<file path="config.mk">
export PLATFORM = sky130hd
export DESIGN_NAME = power_on_self_test_sequencer
export DESIGN_NICKNAME = d
export VERILOG_FILES = /design/src/rtl/power_on_self_test_sequencer.v
export VERILOG_INCLUDE_DIRS = /design/src /design/src/rtl
export SDC_FILE = /design/constraint.sdc
export NUM_CORES = 1
export LEC_CHECK = 0
export BUFFER_PORTS_ARGS = -buffer_cell sky130_fd_sc_hd__buf_2
export CORE_UTILIZATION = 40
export CTS_BUF_LIST = sky130_fd_sc_hd__clkbuf_4
export DETAILED_ROUTE_END_ITERATION = 8
export GPL_TIMING_DRIVEN = 0
export SLEW_MARGIN = 5
export SYNTH_ARGS = -nofsm -noshare
export SYNTH_HDL_FRONTEND = slang
export SYNTH_SLANG_ARGS = --single-unit
export TNS_END_PERCENT = 1
</file>
<file path="constraint.sdc">
create_clock -name clock -period 4.3 [get_ports clock]
set_input_delay 0.43 -clock clock [delete_from_list [all_inputs] [get_ports clock]]
set_output_delay 0.43 -clock clock [all_outputs]
set_load 0.01 [all_outputs]
</file>
<file path="src/rtl/post_seq_defines.vh">
// Functional notes
// - At power-up, run twelve built-in tests automatically.
// - Link connected runs once; otherwise repeat unless a fatal error stops it.
// - Show the running test number on four LEDs.
// - Tests 1..11 octal fatal; on failure loop there, holding that number.
// - After a fatal failure, block every network transmit attempt.
// - Tests 12..14 octal non-fatal; network traffic stays enabled.
// - Non-fatal failure flashes failed number on LEDs for ten seconds.
// - Non-fatal failure sends error number in decimal to operator terminal.
// - Test 13 octal lasts about eleven seconds, shown steady unless failed; sequencer does not time it (LONG_CYC unused), it waits for test_done.
// - No failures and link connected: one dark LED rotates left to right.
// - Carrier LED flashes with carrier present, slower as activity rises.
// - Host exerciser may command one run; device then runs sequence once.
// - Displayed number in binary, least significant bit on leftmost LED.
`ifndef POST_SEQ_DEFINES_VH
`define POST_SEQ_DEFINES_VH
`define FIRST_TEST      4'h1
`define LAST_FATAL      4'h9
`define LAST_TEST       4'hC
`define LONG_TEST       4'hB
`define FLASH_SEC       34'hA
`define LONG_TEST_SEC   34'hB
`define CLK_HZ          34'hEE6B280
`define FLASH_HALF_MS   34'hFA
`define ROTATE_MS       34'hFA
`define CARRIER_BASE_MS 34'h32
`endif

</file>
<file path="src/rtl/power_on_self_test_sequencer.v">
`timescale 1ns/1ps
`default_nettype none
`include "post_seq_defines.vh"
module power_on_self_test_sequencer #(
  parameter FLASH_CYC   = `FLASH_SEC * `CLK_HZ,
  parameter LONG_CYC    = `LONG_TEST_SEC * `CLK_HZ,
  parameter HALF_CYC    = `FLASH_HALF_MS * (`CLK_HZ / 1000),
  parameter ROT_CYC     = `ROTATE_MS * (`CLK_HZ / 1000),
  parameter CAR_CYC     = `CARRIER_BASE_MS * (`CLK_HZ / 1000),
  parameter SHORT_CYC   = 16
) (
  input  wire       clock,
  input  wire       rstn,
  input  wire       clk_en,
  input  wire       link_connected,
  input  wire       carrier_present,
  input  wire       run_once_req,
  input  wire       test_done,
  input  wire       test_fail,
  output reg  [3:0] led,
  output reg        carrier_led,
  output reg  [3:0] test_num,
  output reg        test_start,
  output reg        tx_inhibit,
  output reg        err_valid,
  output reg  [7:0] err_decimal
);

// ************************************************************
// Input synchronisers
// ************************************************************
reg [1:0] link_sync_ff;
reg [1:0] car_sync_ff;
reg [1:0] req_sync_ff;
reg       req_last_ff;
wire      link_s = link_sync_ff[1];
wire      car_s  = car_sync_ff[1];
wire      req_rise = req_sync_ff[1] & ~req_last_ff;

// Two flops each; only stage two feeds logic
always @(posedge clock or negedge rstn) begin
  if (!rstn) begin
    link_sync_ff <= 2'h0;
    car_sync_ff  <= 2'h0;
    req_sync_ff  <= 2'h0;
    req_last_ff  <= 1'b0;
  end else if (clk_en) begin
    link_sync_ff <= {link_sync_ff[0], link_connected};
    car_sync_ff  <= {car_sync_ff[0], carrier_present};
    req_sync_ff  <= {req_sync_ff[0], run_once_req};
    req_last_ff  <= req_sync_ff[1];
  end
end

// ************************************************************
// Test sequencer
// ************************************************************
localparam S_RUN   = 5'h01;
localparam S_WAIT  = 5'h02;
localparam S_HALT  = 5'h04;
localparam S_FLASH = 5'h08;
localparam S_IDLE  = 5'h10;

reg [4:0]  state_ff;
reg [33:0] tmr_ff;
reg        once_ff;
reg [31:0] half_ff;
reg        blink_ff;
reg [31:0] rot_cnt_ff;
reg [3:0]  rot_ff;
wire       fatal = (test_num <= `LAST_FATAL);
// Soft tests 10..12 carry labels 12..14, sent as two digits
wire [3:0] soft_digit = test_num - 4'h8;
wire [3:0] num_rev = {test_num[0], test_num[1], test_num[2], test_num[3]};

// One always block: sequence, flash timer and test outputs move together; LEDs and blink/rotate timers have their own blocks
always @(posedge clock or negedge rstn) begin
  if (!rstn) begin
    state_ff    <= S_RUN;
    test_num    <= `FIRST_TEST;
    test_start  <= 1'b0;
    tmr_ff      <= 34'h0;
    once_ff     <= 1'b0;
    tx_inhibit  <= 1'b0;
    err_valid   <= 1'b0;
    err_decimal <= 8'h00;
  end else if (clk_en) begin
    test_start <= 1'b0;
    err_valid  <= 1'b0;
    case (state_ff)
      S_RUN: begin
        test_start <= 1'b1;
        tmr_ff     <= 34'h0;
        state_ff   <= S_WAIT;
      end
      S_WAIT: begin
        tmr_ff <= tmr_ff + 34'h1;
        if (test_done) begin
          if (test_fail && fatal) begin
            state_ff   <= S_HALT;
            tx_inhibit <= 1'b1;
          end else if (test_fail) begin
            err_valid   <= 1'b1;
            err_decimal <= {4'h1, soft_digit};
            tmr_ff      <= 34'h0;
            state_ff    <= S_FLASH;
          end else if (test_num == `LAST_TEST) begin
            state_ff <= (link_s || once_ff) ? S_IDLE : S_RUN;
            test_num <= (link_s || once_ff) ? test_num : `FIRST_TEST;
            once_ff  <= 1'b0;
          end else begin
            test_num <= test_num + 4'h1;
            state_ff <= S_RUN;
          end
        end
      end
      S_HALT: begin
        state_ff <= S_HALT;
      end
      S_FLASH: begin
        tmr_ff <= tmr_ff + 34'h1;
        if (tmr_ff >= FLASH_CYC - 1) begin
          if (test_num == `LAST_TEST) begin
            state_ff <= (link_s || once_ff) ? S_IDLE : S_RUN;
            test_num <= (link_s || once_ff) ? test_num : `FIRST_TEST;
            once_ff  <= 1'b0;
          end else begin
            test_num <= test_num + 4'h1;
            state_ff <= S_RUN;
          end
        end
      end
      S_IDLE: begin
        if (req_rise) begin
          once_ff  <= 1'b1;
          test_num <= `FIRST_TEST;
          state_ff <= S_RUN;
        end else if (!link_s) begin
          test_num <= `FIRST_TEST;
          state_ff <= S_RUN;
        end
      end
      default: begin
        state_ff <= S_RUN;
      end
    endcase
  end
end

// ************************************************************
// Display and carrier LED
// ************************************************************
// Blink and rotate timebases
always @(posedge clock or negedge rstn) begin
  if (!rstn) begin
    half_ff    <= 32'h0;
    blink_ff   <= 1'b0;
    rot_cnt_ff <= 32'h0;
    rot_ff     <= 4'hE;
  end else if (clk_en) begin
    half_ff <= (half_ff >= HALF_CYC - 1) ? 32'h0 : half_ff + 32'h1;
    if (half_ff >= HALF_CYC - 1) begin
      blink_ff <= ~blink_ff;
    end
    rot_cnt_ff <= (rot_cnt_ff >= ROT_CYC - 1) ? 32'h0 : rot_cnt_ff + 32'h1;
    if (rot_cnt_ff >= ROT_CYC - 1) begin
      rot_ff <= {rot_ff[0], rot_ff[3:1]};
    end
  end
end

// LED 3 is leftmost
always @(posedge clock or negedge rstn) begin
  if (!rstn) begin
    led <= 4'h0;
  end else if (clk_en) begin
    if (state_ff == S_IDLE) begin
      led <= rot_ff;
    end else if (state_ff == S_FLASH) begin
      led <= blink_ff ? num_rev : 4'h0;
    end else begin
      led <= num_rev;
    end
  end
end

// ************************************************************
// Carrier indicator
// ************************************************************
reg [31:0] car_cnt_ff;
reg [31:0] car_period_ff;
reg [15:0] act_ff;
// Base period plus 256 cycles per flash already shown
wire [33:0] car_sum = CAR_CYC + {10'h0, act_ff, 8'h00};

// more activity stretches the flash period
always @(posedge clock or negedge rstn) begin
  if (!rstn) begin
    car_cnt_ff    <= 32'h0;
    car_period_ff <= 32'h0;
    act_ff        <= 16'h0;
    carrier_led   <= 1'b0;
  end else if (clk_en) begin
    if (!car_s) begin
      carrier_led <= 1'b0;
      car_cnt_ff  <= 32'h0;
      act_ff      <= 16'h0;
    end else begin
      car_period_ff <= car_sum[31:0];
      if (car_cnt_ff >= car_period_ff) begin
        car_cnt_ff  <= 32'h0;
        carrier_led <= ~carrier_led;
        // Growing per flash, not per cycle, so the counter can still catch up
        act_ff      <= (act_ff == 16'hFFFF) ? act_ff : act_ff + 16'h1;
      end else begin
        car_cnt_ff <= car_cnt_ff + 32'h1;
      end
    end
  end
end

endmodule
`default_nettype wire

</file>
==> impl_metrics.py <==
metrics = {
    "sta": {
        "fin_crit_sh_pct": 75.7,
        "max_freq_ghz": 0.307,
        "fin_crit_ps": 3260,
        "tightest_slew_ps": 1160,
        "max_slew_margin_pct": 22.0,
        "slew_violations": 0,
        "worst_clock_skew_ps": 35.8,
        "fin_tns_setup_ps": 0,
        "finalSetupViolations": 0,
        "hold_viol_final": 0,
        "rsz0062_at_grt": "no",
        "setup_ws_ps": 1040,
    },
    "detailed_routing": {
        "drc": 0,
        "via_count": 8230,
        "wl_per_cell_um": 15.3,
        "wl_mm": 23.6,
        "vias_per_cell": 5.35,
        "dr.first_iter.drc_count": 572,
        "first_pass_iters": 4,
        "ant_nets": 0,
    },
    "power": {
        "leakage_uw": 0.00531,
        "p_seq_share_pct": 53.9,
        "switchingPower_uw": 1400,
        "clkPwrFrac_pct": 25.3,
        "pwr-share-comb_pct": 20.8,
        "vdd_drop_max_mv": 0.223,
        "p_int_uw": 2730,
        "swShare_pct": 34.0,
        "power.density_nw_per_um2": 354,
    },
    "synth": {
        "ys.flop_type": "dfrtp_1",
        "synth_area_per_cell_sq_um": 9.42,
        "ys_seq_area_share_pct": 46.3,
        "netlist.area_leader.share_pct": 45.1,
        "synthesis.area_sq_um": 10800,
        "synthTopCellsByArea": "dfrtp_1 (45%), nor2_1 (5.6%), xor2_1 (5.0%)",
        "yosys_warnings": 0,
        "synthArstFlopShare_pct": 100,
        "synth_top_area_cell": "dfrtp_1",
        "yosys_register_bits": 199,
        "ys_types": 80,
        "post_synth_inst_count": 1142,
        "synth_commonest_cells": "dfrtp_1 (194), nor2_1 (160), nand2_1 (95)",
        "synth_edf_count": 0,
        "yosysMostFrequentCell": "dfrtp_1",
    },
    "setup_path": {
        "cp_max_fo": 10,
        "arrival_ps": 3710,
        "crit_chain": "inv_1 -> ha_1 -> nor4b_1 -> a2111oi_0 -> o311a_1 -> o311ai_2 -> and3_1 -> buf_4 -> a31oi_1",
        "startpoint_type": "flip-flop",
        "critPathMaxStageDelay_ps": 770,
        "setup.worst_path.end_class": "flip-flop",
        "critPathRequiredTime_ps": 4750,
        "crit_slowest_cell": "o311ai_2",
        "crit_type": "reg2reg",
    },
    "clock_network": {
        "ctsHoldBuffers": 1,
        "clockBufferDepth": 2,
        "clk_pin_slew_worst_paths_ps": 170,
        "postCtsSetupRepairBufs": 0,
        "cts_sinks": 199,
        "numCtsBuffers": 17,
        "cts_resized": 0,
        "cts_tree": "built",
        "clock_latency_ps": 600,
        "ctsHtreeMaxLevel": 4,
        "cts_root_buffer": "clkbuf_4",
    },
    "global_route": {
        "grt_pass1_vias": 7912,
        "grtUsageTotal_pct": 18.0,
        "antenna_found_initial": 1,
        "grt_pass1_wl_mm": 40.4,
        "grt-ovfl-total": 0,
        "grt_start_max_net_pins": 85,
    },
    "place": {
        "dpl_worst_slack_ps": 1070,
        "hpwl_mm": 16.6,
        "dp_cells": 1505,
        "io_buffers": 24,
        "gp_congestion": 0.781,
    },
    "outcome": {
        "status": "finished clean",
    },
    "floorplan": {
        "die_w_um": 166,
        "start_util_pct": 41.1,
        "rows": 59,
        "fp.dieArea_sq_um": 27600,
        "core_sq_um": 26200,
        "num_io_pins": 28,
        "die_h_um": 166,
    },
    "layout": {
        "area_delta_synth_final_pct": 8.59,
        "nets": 1228,
        "final_layout_size_suffix_gt1_share_pct": 10.2,
        "finalNonFillerCells": 1539,
    },
    "run": {
        "cap_violations": 0,
    },
    "worst_hold_path": {
        "min_path_type": "in2reg",
    },
}
[kinds of logic (layout without fill, tap and decap cells)]
| family | count (synthesis) | in the layout | share of synthesized area (%) |
|---|---|---|---|
| multiplexers | 18 | 18 | 1.83 |
| buffers and inverters | 105 | 164 | 4.30 |
| AO/OA/AOI/OAI | 178 | 178 | 11.5 |
| AND/OR/NAND/NOR | 506 | 506 | 24.0 |
| adder cells (fa/ha/maj) | 30 | 30 | 3.49 |
| flip-flops | 199 | 199 | 46.3 |
| XOR/XNOR | 105 | 105 | 8.55 |
| other | 1 | 4 | 0.0349 |
[area by class of cell]
cell class	instances	area, sq um
Sequential cell	199	4990
Inverter	53	199
Multi-Input combinational cell	840	5320
Antenna cell	1	2.50
Fill cell	2535	14500
Buffer	52	264
Clock buffer	19	143
Clock inverter	13	158
Timing Repair Buffer	27	195
Tap cell	335	419
[per-stage QoR]
step,util [%],total power [uW],cell area (sq um),hold slack (ps)
finish,44.6,4130,11700,105
CTS,44.6,4190,11700,74.3
detailed placement,43.4,3130,11400,386
global route,44.6,4410,11700,45.8
global placement,43.1,3100,11300,453
floorplan,-,2820,10800,134
[path summary, 6_finish.rpt]
| kind | startpoint | to | slack [ps] | depth (start not counted) |
|---|---|---|---|---|
| max reg2reg | car_cnt_ff[5]$_DFFE_PN0P_ | act_ff[12]$_DFFE_PN0P_ | 1040 | 9 |
| min in group asynchronous | rstn | car_cnt_ff[12]$_DFFE_PN0P_ | 310 | 2 |
| max in group asynchronous | rstn | state_ff[0]$_DFFE_PN1P_ | 3170 | 3 |
| max | car_cnt_ff[5]$_DFFE_PN0P_ | act_ff[12]$_DFFE_PN0P_ | 1040 | 9 |
| min | link_connected | link_sync_ff[0]$_DFFE_PN0P_ | 100 | 2 |
| min reg2reg | carrier_led$_DFFE_PN0P_ | carrier_led$_DFFE_PN0P_ | 480 | 1 |
[power by group through the flow]
stage | logic (uW) | registers, uW | clock network (uW)
after floorplan | 597 | 2230 | 0
after global placement | 843 | 2260 | 0
after detailed placement | 870 | 2260 | 0
after CTS | 875 | 2230 | 1090
after global routing | 995 | 2260 | 1160
final | 861 | 2230 | 1040
[registers in the layout (all words and copies together) (netlist names), 2 cells and up]
name / cells
rot_cnt_ff: 32
car_cnt_ff: 32
tmr_ff: 34
link_sync_ff: 2
act_ff: 16
car_period_ff: 18
rot_ff: 4
half_ff: 32
car_sync_ff: 2
state_ff: 5
led: 4
req_sync_ff: 2
test_num: 4
err_decimal: 5
[cell usage in the layout (no fill, tap or decap), types with 18 or more instances in the layout]
cell      netlist  routed
clkbuf_4        0      19
a21oi_1        27      27
xnor2_1        43      43
buf_2           4      27
o21ai_0        48      48
a31oi_1        27      27
nor2_1        160     160
nand3_1        52      52
nor3_1         29      29
and3_1         27      27
ha_1           30      30
inv_1          52      52
nand2_1        95      95
clkbuf_1       31      31
and4_1         18      18
nand4_1        41      41
dfrtp_1       194     194
xor2_1         62      62
[routing by layer]
layer  track usage [%]  up-vias  wire length (um)
li1                  -     4114                 -
met1              26.0     3986             12000
met2              27.8      110             10600
met3              3.10       20               684
met4              4.71        0               284
met5                 0        -                 0
[critical path, delay by kind of cell, from the launching register on]
kind / cells / cell delay (ps)
AO/OA/AOI/OAI: 4 / 1480
AND/OR/NAND/NOR: 2 / 620
flip-flops: 1 / 450
buffers and inverters: 2 / 290
adder cells (fa/ha/maj): 1 / 270
Power figures use the tool's default switching activity.
